==> config.mk <==
export PLATFORM = sky130hd
export DESIGN_NAME = clock_mode_reset_watchdog
export DESIGN_NICKNAME = d
export VERILOG_FILES = /design/src/verilog/clock_mode_reset_watchdog_pkg.sv /design/src/verilog/clock_mode_reset_watchdog.sv
export VERILOG_INCLUDE_DIRS = /design/src /design/src/verilog
export SDC_FILE = /design/constraint.sdc
export NUM_CORES = 1
export LEC_CHECK = 0
export BUFFER_PORTS_ARGS = -buffer_cell sky130_fd_sc_hd__buf_4
export CAP_MARGIN = 20
export CELL_PAD_IN_SITES_DETAIL_PLACEMENT = 1
export CELL_PAD_IN_SITES_GLOBAL_PLACEMENT = 1
export CORE_MARGIN = 1.5
export CORE_UTILIZATION = 42
export DETAILED_ROUTE_END_ITERATION = 7
export PLACE_DENSITY = 0.9
export SETUP_SLACK_MARGIN = 0.5
export SLEW_MARGIN = 25
export SYNTH_ARGS = -nofsm -noshare
export SYNTH_HDL_FRONTEND = slang
export SYNTH_SLANG_ARGS = --single-unit
==> constraint.sdc <==
create_clock -name CLK_I -period 4.6 [get_ports CLK_I]
set_clock_uncertainty 0.05 [all_clocks]
set_input_delay 0.23 -clock CLK_I [delete_from_list [all_inputs] [get_ports CLK_I]]
set_output_delay 0.23 -clock CLK_I [all_outputs]
set_load 0.01 [all_outputs]
==> src/verilog/clock_mode_reset_watchdog_regs.svh <==
// Purpose: offsets, fields, reset values and counts of the clock/reset/watchdog unit
// Assumes: 32-bit AHB-Lite register words, byte addresses below
// Notes:   included by the design file
// Functional notes
// - synth external mode: bus clock from synth, reference and qualification from oscillator.
// - oscillator qualified status clears whenever synth lock drops.
// - bypass external mode runs bus clock straight from the oscillator.
// - losing qualification in bypass mode sets synth select again by hardware.
// - watchdog and tick counters may run from internal reference or oscillator.
// - only clock monitor and watchdog resets have local enables.
// - any reset source drives the reset pin low for 512 cycles.
// - wait 64 more cycles after release, then sample the pin.
// - pin low gives common vector; else monitor, then watchdog, else common.
// - internal reset spans the 576-cycle sequence, longer while pin held low.
// - enabled oscillator lost or too slow raises a clock monitor reset.
// - full stop disables oscillator and clock monitor.
// - watchdog runs in stop only with pseudo halt, oscillator source, run-in-stop.
// - 3-bit period field gives seven periods, zero disables.
// - key 55 then aa restarts the period; timeout resets.
// - any other value written to the arm register while the watchdog is enabled resets.
// - windowed mode: service before last quarter of period resets at once.
// - six interrupt sources, each locally enabled, all under global mask.
// - lock toggle sets lock change flag; writing one clears it.
// - oscillator enable zero holds qualified status at zero.
`ifndef CLOCK_MODE_RESET_WATCHDOG_REGS_SVH
`define CLOCK_MODE_RESET_WATCHDOG_REGS_SVH
`define XTAL_CTRL_OFS   8'h00
`define WD_CTRL_OFS     8'h04
`define WD_ARM_OFS      8'h08
`define IRQ_EN_OFS      8'h0c
`define STATUS_OFS      8'h10
`define XTAL_EN_BIT     0
`define SYNTH_SEL_BIT   1
`define TICK_SRC_BIT    2
`define REF_DIV_LSB     4
`define WD_WIN_BIT      3
`define WD_SRC_BIT      4
`define WD_STOP_BIT     5
`define PSEUDO_BIT      6
`define XTAL_CTRL_RST   8'h02
`define WD_CTRL_RST     7'h00
`define IRQ_EN_RST      6'h00
`define KEY_FIRST       8'h55
`define KEY_SECOND      8'haa
`define DRIVE_CYCLES    10'd512
`define WAIT_CYCLES     10'd64
`define WD_TAP_BASE     5'd8
`define WD_TAP_STEP     5'd2
`define VEC_COMMON      2'h0
`define VEC_MONITOR     2'h1
`define VEC_WATCHDOG    2'h2
`endif
==> src/verilog/clock_mode_reset_watchdog_pkg.sv <==
// Purpose: types of the clock/reset/watchdog unit
// Assumes: nothing
// Notes:   constants live in the _regs header
package clock_mode_reset_watchdog_pkg;
   typedef struct packed {
      logic reset_pin;
      logic power_fail;
      logic illegal_addr;
      logic synth_lock;
      logic xtal_ok;
      logic xtal_fail;
      logic stop;
      logic intref_tick;
      logic xtal_tick;
      logic undervolt_req;
      logic overtemp_req;
      logic autonomous_req;
      logic tick_req;
   } pins_type;
   typedef struct packed {
      logic       synth_clock_select;
      logic       xtal_enable;
      logic       xtal_qualified;
      logic       tick_source;
      logic       watchdog_source_select;
      logic [3:0] reference_divider;
   } clock_ctl_type;
   typedef enum logic [3:0] {
      SEQ_IDLE  = 4'b0001,
      SEQ_DRIVE = 4'b0010,
      SEQ_WAIT  = 4'b0100,
      SEQ_HOLD  = 4'b1000
   } seq_state_type;
endpackage : clock_mode_reset_watchdog_pkg

==> src/verilog/clock_mode_reset_watchdog.sv <==
// Purpose: clock mode control, reset sequencer and watchdog
// Assumes: CLK_I is the synthesized clock; pin-side inputs are asynchronous
// Notes:   registers over AHB-Lite, zero wait states, always OKAY
//
// The placing of the registers and register access over AHB-Lite were chosen for this implementation.
`include "clock_mode_reset_watchdog_regs.svh"
module clock_mode_reset_watchdog (
   // clock and reset
   input  wire logic                                   CLK_I,
   input  wire logic                                   NRST_I,
   // ahb-lite slave
   input  wire logic                                   HSEL,
   input  wire logic [31:0]                            HADDR,
   input  wire logic [1:0]                             HTRANS,
   input  wire logic                                   HWRITE,
   input  wire logic [2:0]                             HSIZE,
   input  wire logic [31:0]                            HWDATA,
   input  wire logic                                   HREADY,
   output logic      [31:0]                            HRDATA,
   output logic                                        HREADYOUT,
   output logic                                        HRESP,
   // pins and analog status
   input  wire clock_mode_reset_watchdog_pkg::pins_type PINS_I,
   input  wire logic                                   GLOBAL_MASK_I,
   output logic                                        RESET_PIN_O,
   output logic                                        RESET_PIN_OE_O,
   output logic                                        INT_RESET_O,
   output logic      [1:0]                             VECTOR_O,
   output clock_mode_reset_watchdog_pkg::clock_ctl_type CLOCK_O,
   output logic      [5:0]                             IRQ_O
);
   import clock_mode_reset_watchdog_pkg::*;

   pins_type      pin_meta;
   pins_type      pin;
   seq_state_type state;
   logic [9:0]    seq_count;
   logic          mon_pending;
   logic          wd_pending;
   logic [7:0]    xtal_ctrl;
   logic [6:0]    wd_ctrl;
   logic [5:0]    irq_en;
   logic          lock_flag;
   logic          xtal_flag;
   logic          xtal_qual;
   logic          lock_d;
   logic          key_armed;
   logic [23:0]   wd_count;
   logic          wd_tick_d;
   logic          wr_pend;
   logic [7:0]    wr_addr;
   logic          in_seq;
   logic          full_stop;
   logic          xtal_on;
   logic          mon_fail;
   logic          wd_on;
   logic          wd_tick;
   logic          wd_runs;
   logic          wd_timeout;
   logic          arm_wr;
   logic          bad_key;
   logic          early;
   logic          wd_fault;
   logic          source;
   logic [23:0]   limit;
   logic          next_qual;

   function automatic logic [23:0] wd_limit(input logic [2:0] period);
      logic [4:0] tap;
      tap = `WD_TAP_BASE + 5'(period) * `WD_TAP_STEP;
      return 24'h000001 << tap;
   endfunction : wd_limit

   function automatic logic [31:0] read_mux(input logic [7:0] ofs);
      read_mux = 32'h00000000;
      unique case (ofs)
         `XTAL_CTRL_OFS: read_mux = {24'h000000, xtal_ctrl};
         `WD_CTRL_OFS:   read_mux = {25'h0000000, wd_ctrl};
         `IRQ_EN_OFS:    read_mux = {26'h0000000, irq_en};
         `STATUS_OFS:    read_mux = {24'h000000, VECTOR_O, 2'h0, xtal_flag, lock_flag,
                                     xtal_qual, pin.synth_lock};
         default:        read_mux = 32'h00000000;
      endcase
   endfunction : read_mux

   // two flip-flops before any logic sees a pin
   always_ff @(posedge CLK_I or negedge NRST_I) begin
      if (!NRST_I) begin
         pin_meta <= '0;
         pin      <= '0;
      end else begin
         pin_meta <= PINS_I;
         pin      <= pin_meta;
      end
   end

   assign in_seq    = (state != SEQ_IDLE);
   assign full_stop = pin.stop & ~wd_ctrl[`PSEUDO_BIT];
   assign xtal_on   = xtal_ctrl[`XTAL_EN_BIT] & ~full_stop;
   assign mon_fail  = xtal_on & pin.xtal_fail;
   assign wd_on     = (wd_ctrl[2:0] != 3'h0);
   assign limit     = wd_limit(wd_ctrl[2:0]);
   assign wd_tick   = wd_ctrl[`WD_SRC_BIT] ? pin.xtal_tick : pin.intref_tick;
   assign wd_runs   = ~pin.stop | (wd_ctrl[`PSEUDO_BIT] & wd_ctrl[`WD_SRC_BIT]
                                   & wd_ctrl[`WD_STOP_BIT]);
   assign wd_timeout = wd_on & (wd_count >= limit);
   assign arm_wr    = wr_pend & (wr_addr == `WD_ARM_OFS) & wd_on;
   assign bad_key   = arm_wr & (HWDATA[7:0] != `KEY_FIRST)
                             & (HWDATA[7:0] != `KEY_SECOND);
   assign early     = arm_wr & wd_ctrl[`WD_WIN_BIT]
                             & (wd_count < (limit - (limit >> 2)));
   assign wd_fault  = wd_timeout | bad_key | early;
   // pin seen low while idle is an external reset; during the drive it is our own
   assign source    = pin.power_fail | pin.illegal_addr | mon_fail | wd_fault
                      | (~pin.reset_pin & ~in_seq);
   assign next_qual = xtal_on & pin.synth_lock & pin.xtal_ok;

   // reset sequencer
   always_ff @(posedge CLK_I or negedge NRST_I) begin
      if (!NRST_I) begin
         state     <= SEQ_DRIVE;
         seq_count <= 10'h000;
      end else begin
         unique case (state)
            SEQ_IDLE: begin
               if (source) begin
                  state     <= SEQ_DRIVE;
                  seq_count <= 10'h000;
               end
            end
            SEQ_DRIVE: begin
               // own pin drive is already kept out of source, so any source restarts
               if (source) begin
                  seq_count <= 10'h000;
               end else if (seq_count == `DRIVE_CYCLES - 10'd1) begin
                  state     <= SEQ_WAIT;
                  seq_count <= 10'h000;
               end else begin
                  seq_count <= seq_count + 10'd1;
               end
            end
            SEQ_WAIT: begin
               if (seq_count == `WAIT_CYCLES - 10'd1) begin
                  state     <= pin.reset_pin ? SEQ_IDLE : SEQ_HOLD;
                  seq_count <= 10'h000;
               end else begin
                  seq_count <= seq_count + 10'd1;
               end
            end
            SEQ_HOLD: begin
               if (pin.reset_pin) begin
                  state <= SEQ_IDLE;
               end
            end
         endcase
      end
   end

   // pending causes survive the sequence they started
   always_ff @(posedge CLK_I or negedge NRST_I) begin
      if (!NRST_I) begin
         mon_pending <= 1'b0;
         wd_pending  <= 1'b0;
      end else if (state == SEQ_IDLE && !source) begin
         mon_pending <= 1'b0;
         wd_pending  <= 1'b0;
      end else begin
         mon_pending <= mon_pending | mon_fail;
         wd_pending  <= wd_pending | wd_fault;
      end
   end

   always_ff @(posedge CLK_I or negedge NRST_I) begin
      if (!NRST_I) begin
         RESET_PIN_O    <= 1'b0;
         RESET_PIN_OE_O <= 1'b1;
         INT_RESET_O    <= 1'b1;
         VECTOR_O       <= `VEC_COMMON;
      end else begin
         RESET_PIN_O    <= 1'b0;
         RESET_PIN_OE_O <= (state == SEQ_DRIVE) | (state == SEQ_IDLE && source);
         INT_RESET_O    <= in_seq | source;
         if (state == SEQ_WAIT && seq_count == `WAIT_CYCLES - 10'd1) begin
            if (!pin.reset_pin) begin
               VECTOR_O <= `VEC_COMMON;
            end else if (mon_pending) begin
               VECTOR_O <= `VEC_MONITOR;
            end else if (wd_pending) begin
               VECTOR_O <= `VEC_WATCHDOG;
            end else begin
               VECTOR_O <= `VEC_COMMON;
            end
         end
      end
   end

   // ahb-lite: address phase captured, write lands in the data phase
   always_ff @(posedge CLK_I or negedge NRST_I) begin
      if (!NRST_I) begin
         wr_pend   <= 1'b0;
         wr_addr   <= 8'h00;
         HRDATA    <= 32'h00000000;
         HREADYOUT <= 1'b1;
         HRESP     <= 1'b0;
      end else begin
         HREADYOUT <= 1'b1;
         HRESP     <= 1'b0;
         wr_pend   <= HSEL & HREADY & HTRANS[1] & HWRITE;
         wr_addr   <= HADDR[7:0];
         if (HSEL && HREADY && HTRANS[1] && !HWRITE) begin
            HRDATA <= read_mux(HADDR[7:0]);
         end
      end
   end

   // control registers return to defaults while the internal reset stands
   always_ff @(posedge CLK_I or negedge NRST_I) begin
      if (!NRST_I) begin
         xtal_ctrl <= `XTAL_CTRL_RST;
         wd_ctrl   <= `WD_CTRL_RST;
         irq_en    <= `IRQ_EN_RST;
      end else if (in_seq) begin
         xtal_ctrl <= `XTAL_CTRL_RST;
         wd_ctrl   <= `WD_CTRL_RST;
         irq_en    <= `IRQ_EN_RST;
      end else begin
         if (wr_pend && wr_addr == `XTAL_CTRL_OFS) begin
            xtal_ctrl <= HWDATA[7:0];
         end
         if (wr_pend && wr_addr == `WD_CTRL_OFS) begin
            wd_ctrl <= HWDATA[6:0];
         end
         if (wr_pend && wr_addr == `IRQ_EN_OFS) begin
            irq_en <= HWDATA[5:0];
         end
         // hardware fallback wins over a software clear in the same cycle
         if (xtal_qual && !next_qual && !xtal_ctrl[`SYNTH_SEL_BIT]) begin
            xtal_ctrl[`SYNTH_SEL_BIT] <= 1'b1;
         end
      end
   end

   // qualification and change flags
   always_ff @(posedge CLK_I or negedge NRST_I) begin
      if (!NRST_I) begin
         xtal_qual <= 1'b0;
         lock_d    <= 1'b0;
         lock_flag <= 1'b0;
         xtal_flag <= 1'b0;
      end else begin
         xtal_qual <= next_qual;
         lock_d    <= pin.synth_lock;
         if (lock_d != pin.synth_lock) begin
            lock_flag <= 1'b1;
         end else if (wr_pend && wr_addr == `STATUS_OFS && HWDATA[2]) begin
            lock_flag <= 1'b0;
         end
         if (xtal_qual != next_qual) begin
            xtal_flag <= 1'b1;
         end else if (wr_pend && wr_addr == `STATUS_OFS && HWDATA[3]) begin
            xtal_flag <= 1'b0;
         end
      end
   end

   // watchdog counter and key sequence
   always_ff @(posedge CLK_I or negedge NRST_I) begin
      if (!NRST_I) begin
         wd_count  <= 24'h000000;
         wd_tick_d <= 1'b0;
         key_armed <= 1'b0;
      end else begin
         wd_tick_d <= wd_tick;
         if (in_seq || !wd_on) begin
            wd_count  <= 24'h000000;
            key_armed <= 1'b0;
         end else if (arm_wr && HWDATA[7:0] == `KEY_FIRST) begin
            key_armed <= 1'b1;
         end else if (arm_wr && HWDATA[7:0] == `KEY_SECOND && key_armed) begin
            key_armed <= 1'b0;
            wd_count  <= 24'h000000;
         end else if (wd_runs && wd_tick && !wd_tick_d && !wd_timeout) begin
            wd_count <= wd_count + 24'h000001;
         end
      end
   end

   // clock selection and interrupt requests
   always_ff @(posedge CLK_I or negedge NRST_I) begin
      if (!NRST_I) begin
         CLOCK_O <= '0;
         IRQ_O   <= 6'h00;
      end else begin
         CLOCK_O.synth_clock_select     <= xtal_ctrl[`SYNTH_SEL_BIT];
         CLOCK_O.xtal_enable            <= xtal_on;
         CLOCK_O.xtal_qualified         <= xtal_qual;
         CLOCK_O.tick_source            <= xtal_ctrl[`TICK_SRC_BIT];
         CLOCK_O.watchdog_source_select <= wd_ctrl[`WD_SRC_BIT];
         CLOCK_O.reference_divider      <= xtal_ctrl[`REF_DIV_LSB +: 4];
         IRQ_O <= {GLOBAL_MASK_I ? 6'h00 :
                   irq_en & {pin.autonomous_req, pin.overtemp_req, pin.undervolt_req,
                             xtal_flag, lock_flag, pin.tick_req}};
      end
   end

endmodule : clock_mode_reset_watchdog

==> run summary, run 1 <==
Worst setup EP type: register
Mapped Avg Cell Area: 10.2 µm²
register area share after synthesis: 0.498
synth top area cells: dfrtp_1 48%, ha_1 6.2%, nor2_1 4.0%
DRT Wirelength: 27400 µm
gr usage total: 0.333
TritonCTS buffer count: 17
critical path's largest stage delay: 0.57 ns
share of the synthesized area in the top cell type: 0.482
Finished Layout Cells: 945
Cells after DPL: 877
hold slack: 0.0233 ns
setup TNS: 0 ns
CP bufs+invs: 3
nets: 863
worst-path cell chain: buf_6, nand2b_4, ha_4, nor2_4, o21bai_2, a21o_1, xnor2_1, ha_1, nand4_1, or4_4, o211ai_1, a221oi_4, buf_4, nor4_2, nor3_4, buf_12, o21ai_0
Initial DRT Pass Iterations: 5
Final Cycle Share: 0.987
Slowest-stage cell, CP: or4_4
most frequent cells in the layout: 123 x dfrtp_1, 80 x buf_4, 68 x nor2_1, 54 x nand2_1, 35 x a21oi_1
ys async rst share: 1.00
Die ar.: 0.0162 mm²
vias in the first global route: 6555
Leak: 3.70 nW
Worst-Skew Late Latency: 0.45 ns
Core Rows: 45
Placed Area: 0.00709 mm²
maximum clock rate: 220 MHz
RSZ-0062 raised after global routing: yes
mapped cell area: 0.00650 mm²
FF+latch count, synth: 129
pin count of the biggest net entering global routing: 52
setup slack after placement: 0.257 ns
DRT antenna net count: 0
Critical Path Fanout Max: 12
clk buf depth: 2
clock sink total: 129
port bufs: 62
synth warn: 0
GPL Wtd Cong: 0.842
Worst-Margin Slew: 1.00 ns
Hold Vio Cnt, Final: 0
Slew headroom: 0.331
Initial DRC Count: 752
most common cell after layout, fill and taps aside: dfrtp_1
outcome: completed
Max-cap violations: 0
Power Dens Cells: 332 mW/mm²
Synth Flop Type: dfrtp_1
Post-Syn Instances: 638
total number of vias: 6139
Worst R2R Path Depth: 17
first-pass GRT wire length: 39400 µm
WP data arrival: 4.82 ns
critical path class: register to register
vias per inst: 6.50
Worst path depth: 17
Cells on Worst Hold Path: 2
Routed WL per cell: 29.0 µm
htree depth: 4
area delta synth->final: 25.2%
Die Ht: 127 µm
final instance area: 0.00814 mm²
core region area: 0.0151 mm²
Worst Setup Slack, final: 0.0576 ns
min-delay worst type: primary input to register
Reg clk slew, reported paths: 0.07 ns
layout cells sized above 1: 0.196
DRC viols: 0
Boundary Pins: 142
distinct cell type count after synthesis: 64
Peak VDD IR: 285 µV
Final Setup Violations: 0
top cell family by delay on the critical path: simple AND/OR/NAND/NOR gates
Post-synth EDFFs: 0
crit path launch type: register
Starting Density: 0.429
GR Overflow Total: 0
Die Wd: 127 µm
DP Wirelength: 13300 µm
initial antenna violation count: 1
fin crit period: 4.54 ns
CTS tree: yes
worst endpoint required time: 4.87 ns
cell taking the most area after synthesis: dfrtp_1
Slew Viols, Final: 0
clk root buf: clkbuf_16
[synthesized netlist by cell type (all sizes together), types with 3 or more instances]
master / count
and4: 6
a21boi: 6
buf: 31
o211ai: 5
ha: 32
mux2i: 20
a32oi: 4
nand4b: 3
o31ai: 3
a221oi: 4
nand3b: 4
nand3: 28
xnor2: 16
o2111ai: 6
dfrtp: 125
and3b: 4
or3: 4
clkbuf: 19
inv: 25
nor2: 69
nor4: 8
dfstp: 4
nand2b: 12
a21oi: 36
and3: 9
nor3: 9
o21ai: 22
and2: 4
nand4: 5
a31oi: 9
a21o: 4
xor2: 11
nand2: 54
nor2b: 4
[cell type report]
class	count	area (µm²)
Fill cell	1619	7010
Sequential cell	129	3240
Multi-Input combinational cell	461	3080
Timing Repair Buffer	109	916
Clock buffer	17	425
Tap cell	188	235
Clock inverter	15	143
Inverter	25	96.3
Antenna cell	1	2.50
[worst register-to-register path, stage by stage, from the launching register on]
cell      delay, ns
dfrtp_1        0.42
buf_6          0.18
nand2b_4       0.18
ha_4           0.27
nor2_4         0.12
o21bai_2       0.10
a21o_1         0.20
xnor2_1        0.15
ha_1           0.31
nand4_1        0.16
or4_4          0.57
o211ai_1       0.31
a221oi_4       0.14
buf_4          0.21
nor4_2         0.50
nor3_4         0.13
buf_12         0.18
o21ai_0        0.27
[kinds of logic (layout without fill, tap and decap cells)]
family / Yosys count / after routing / synth area share
DFF: 129 / 129 / 0.498
buffers and inverters: 75 / 166 / 0.0597
adders and majority gates: 32 / 32 / 0.0616
AOI/OAI and AO/OA: 118 / 118 / 0.124
xor gates and xnor gates: 27 / 27 / 0.0364
and+or+nand+nor: 235 / 235 / 0.188
other: 2 / 30 / 0.00116
muxes: 20 / 20 / 0.0308
[per-stage QoR]
stage,utilization,power [mW]
detailed placement,0.468,1.31
global placement,0.468,1.30
CTS,0.528,2.64
global route,0.537,2.74
finish,0.537,2.70
floorplan,-,1.26
[report_power, final]
| group | total (mW) | leakage (nW) | switching [mW] | internal (mW) |
|---|---|---|---|---|
| sequential | 1.19 | 1.67 | 0.0271 | 1.16 |
| clock | 1.37 | 0.276 | 0.657 | 0.718 |
| combinational | 0.143 | 1.75 | 0.0885 | 0.0548 |
| total | 2.70 | 3.70 | 0.772 | 1.93 |
[registers in the layout, summed over array words and instances (netlist names), 2 cells and up]
| name | cells |
|---|---|
| xtal_ctrl | 8 |
| pin | 13 |
| CLOCK_O | 9 |
| state | 4 |
| wd_count | 24 |
| VECTOR_O | 2 |
| pin_meta | 13 |
| IRQ_O | 6 |
| wd_ctrl | 7 |
| wr_addr | 8 |
| seq_count | 10 |
| HRDATA | 8 |
| irq_en | 6 |
[worst paths after layout]
| kind | end | from | slack, ns |
|---|---|---|---|
| max | seq_count[8]$_DFFE_PN0P_ | wd_ctrl[0]$_DFFE_PN0P_ | 0.06 |
| min | wr_pend$_DFF_PN0_ | HREADY | 0.02 |
| max reg2reg | seq_count[8]$_DFFE_PN0P_ | wd_ctrl[0]$_DFFE_PN0P_ | 0.06 |
| min reg2reg | pin[5]$_DFF_PN0_ | pin_meta[5]$_DFF_PN0_ | 0.31 |
| max in group asynchronous | IRQ_O[5]$_DFF_PN0_ | NRST_I | 3.02 |
| min in group asynchronous | IRQ_O[0]$_DFF_PN0_ | NRST_I | 0.33 |
[routing by layer]
| metal | global-route usage | share of wire |
|---|---|---|
| met3 | 0.101 | 0.082 |
| met1 | 0.343 | 0.34 |
| met2 | 0.554 | 0.49 |
| met4 | 0.281 | 0.093 |
| met5 | 0.0186 | 0 |
[what timing repair did]
action | 4_1_cts | 5_1_grt
endpoints found under the setup margin | 17 | 14
hold endpoints to repair | 71 | 0
hold buffers | 23 | 0
pin swaps | 4 | 11
gates resized for setup | 13 | 15
setup buffers | 5 | 7
No activity file was read; power rests on OpenSTA's default activity.
==> run 2: changes to the inputs <==
- CELL_PAD_IN_SITES_DETAIL_PLACEMENT: 1 -> default
- CELL_PAD_IN_SITES_GLOBAL_PLACEMENT: 1 -> default
- CORE_UTILIZATION: 42 -> 55
- PLACE_DENSITY: 0.9 -> 0.83
==> run 2 against run 1 <==
Effect of this change:
- utilization up 16 points
- combinational power down 9%
- register-to-register slack better by 0.60 ns
- sequential share of layout area up 0.82 points
- largest power group unchanged
- highest routed layer is now met5
==> run summary, run 2 (synthesis results as in run 1) <==
outcome: completed
Sw Pwr: 701 µW (-9.2%)
Max-cap violations: 0 (unchanged)
initial antenna violation count: 1 (unchanged)
internal power: 2.00 mW (+3.3%)
gr usage total: 0.274 (-0.0586)
Initial DRT Pass Iterations: 6 (+1)
CP bufs+invs: 1 (-2)
DRT antenna net count: 0 (unchanged)
min-delay worst type: primary input to register
FF-to-FF setup slack: 0.66 ns (+0.60 ns)
critical register-to-register path startpoint: wd_ctrl[2]$_DFFE_PN0P_
DRT Wirelength: 17000 µm (-38%)
reg2reg end: state[2]$_DFFE_PN0P_
total number of vias: 5423 (-12%)
nets: 858 (-0.58%)
Starting Density: 0.567 (+0.138)
Hold Vio Cnt, Final: 0 (unchanged)
TritonCTS buffer count: 17 (unchanged)
maximum clock rate: 254 MHz (+15%)
fin crit period: 3.94 ns (-0.599 ns)
Die Ht: 112 µm (-12%)
Design Power: 2.70 mW (-0.26%)
worst-path cell chain: nor2b_2, nand2b_1, inv_1, ha_2, nor2_1, o21bai_1, o221ai_1, a21boi_0, ha_1, nand4_1, or4_4, o211ai_1, a221oi_4, or4_4, nand2b_1, nand2_1
worst min-delay path startpoint: HWDATA[3]
core region area: 0.0115 mm² (-24%)
area delta synth->final: 22.6%
clock network power share: 0.514 (+0.006)
sequential share of power: 0.438 (about the same)
most common cell after layout, fill and taps aside: dfrtp_1
largest register by flop count: wd_count
Cells on Worst Hold Path: 3 (+1)
Diodes inserted: 0 (-1)
Slew Viols, Final: 0 (unchanged)
Worst-Skew Late Latency: 0.43 ns (-0.02 ns)
RSZ-0062 raised after global routing: no
critical path class: register to register
Peak VDD IR: 313 µV (+9.9%)
Die Wd: 112 µm (-12%)
Largest regs: wd_count (24), pin (13), pin_meta (13)
Largest register FFs: 24 (unchanged)
pin count of the biggest net entering global routing: 53 (+1.9%)
Worst-Margin Slew: 0.781 ns (-0.220 ns)
Finished Layout Cells: 894 (-5.4%)
hold endpoint: xtal_ctrl[3]$_DFFE_PN0P_
setup TNS: 0 ns (unchanged)
htree depth: 4 (unchanged)
clk buf depth: 2 (unchanged)
Routed WL per cell: 19.1 µm (-34%)
Power Dens Cells: 339 mW/mm² (+1.9%)
Core Rows: 39 (-13%)
sw frac: 0.260 (-0.0256)
Worst R2R Path Depth: 16 (-1)
DRC viols: 0 (unchanged)
origin of the worst setup path: wd_ctrl[2]$_DFFE_PN0P_
Final Setup Violations: 0 (unchanged)
Slowest-stage cell, CP: or4_4
first-pass GRT wire length: 26700 µm (-32%)
WP data arrival: 4.26 ns (-0.56 ns)
critical path's largest stage delay: 0.58 ns (about the same)
clk root buf: clkbuf_16
worst endpoint required time: 4.91 ns (+0.04 ns)
Comb pwr share: 0.048 (-0.005)
GPL Wtd Cong: 0.919 (+9.1%)
DP Wirelength: 10500 µm (-21%)
Reg clk slew, reported paths: 0.07 ns (about the same)
Boundary Pins: 142 (unchanged)
Cells after DPL: 830 (-5.4%)
top cell family by delay on the critical path: simple AND/OR/NAND/NOR gates
most frequent cells in the layout: 125 x dfrtp_1, 79 x buf_4, 69 x nor2_1, 54 x nand2_1, 36 x a21oi_1
layout cells sized above 1: 0.177 (-0.0187)
Worst setup EP type: register
Leak: 3.67 nW (-0.61%)
Die ar.: 0.0125 mm² (-23%)
Final Cycle Share: 0.857 (-0.130)
GR Overflow Total: 0 (unchanged)
port bufs: 62 (unchanged)
Critical Path Fanout Max: 6 (-6)
clock sink total: 129 (unchanged)
CTS tree: yes
crit path launch type: register
Initial DRC Count: 454 (-40%)
Slew headroom: 0.478 (+0.147)
vias per inst: 6.07 (-6.6%)
vias in the first global route: 5372 (-18%)
run 2: cell types whose count changed in the layout (fill, tap and decap cells not counted), sizes merged:
cell / delta
inv: -2
buf: -6
diode: -1
clkbuf: +1
bufinv: +1
clkinv: +1
run 2: layout make-up:
type	count	area, µm²
clock buffer	17	425
timing repair buffer	104	842
tap	143	179
fill	765	3500
clock inverter	15	188
inverter	25	93.8
multi-input combinational	461	3000
sequential	129	3230
run 2: routing by layer:
layer,routed length (µm),vias to the layer above,global-route usage
li1,-,2398,-
met3,1280,68,0.0784
met2,8790,271,0.469
met4,537,2,0.104
met1,6420,2684,0.330
met5,11,-,0
run 2: how the worst max path moves through the flow:
stage | end | slack (ns) | depth (start not counted)
floorplan | seq_count[3]$_DFFE_PN0P_ | 0.66 | 18
global placement | seq_count[9]$_DFFE_PN0P_ | 0.62 | 16
detailed placement | seq_count[3]$_DFFE_PN0P_ | 0.44 | 15
CTS | seq_count[9]$_DFFE_PN0P_ | 0.50 | 17
global route | seq_count[3]$_DFFE_PN0P_ | 0.48 | 17
finish | state[2]$_DFFE_PN0P_ | 0.66 | 16
run 2: timing repair:
action / CTS / global route
pin swaps: 1 / 3
endpoints found under the hold margin: 60 / 0
hold buffers: 23 / 0
setup endpoints to repair: 11 / 12
resized for setup: 5 / 4
setup buffers: 0 / 9
run 2: power by group through the flow:
stage,combinational (mW),clock [mW],sequential (mW)
detailed placement,0.106,0,1.20
global route,0.145,1.44,1.18
CTS,0.123,1.39,1.18
floorplan,0.0623,0,1.19
finish,0.130,1.39,1.18
global placement,0.101,0,1.20
run 2: worst register-to-register path, cell delays in order, from the launching register on:
cell and delay, ns:
dfrtp_1 0.43, nor2b_2 0.17, nand2b_1 0.11, inv_1 0.08, ha_2 0.32, nor2_1 0.10
o21bai_1 0.08, o221ai_1 0.21, a21boi_0 0.13, ha_1 0.33, nand4_1 0.10, or4_4 0.45
o211ai_1 0.38, a221oi_4 0.12, or4_4 0.58, nand2b_1 0.17, nand2_1 0.08
run 2: through the flow:
step	instance area [µm²]	setup slack, ns	utilization	hold slack (ns)
after floorplan	6600	0.658	-	-0.116
after global placement	7020	0.622	0.612	0.179
after global routing	7960	0.477	0.694	0.0465
after CTS	7890	0.500	0.688	0.0331
final	7960	0.656	0.694	0.0459
after detailed placement	7020	0.442	0.612	0.191
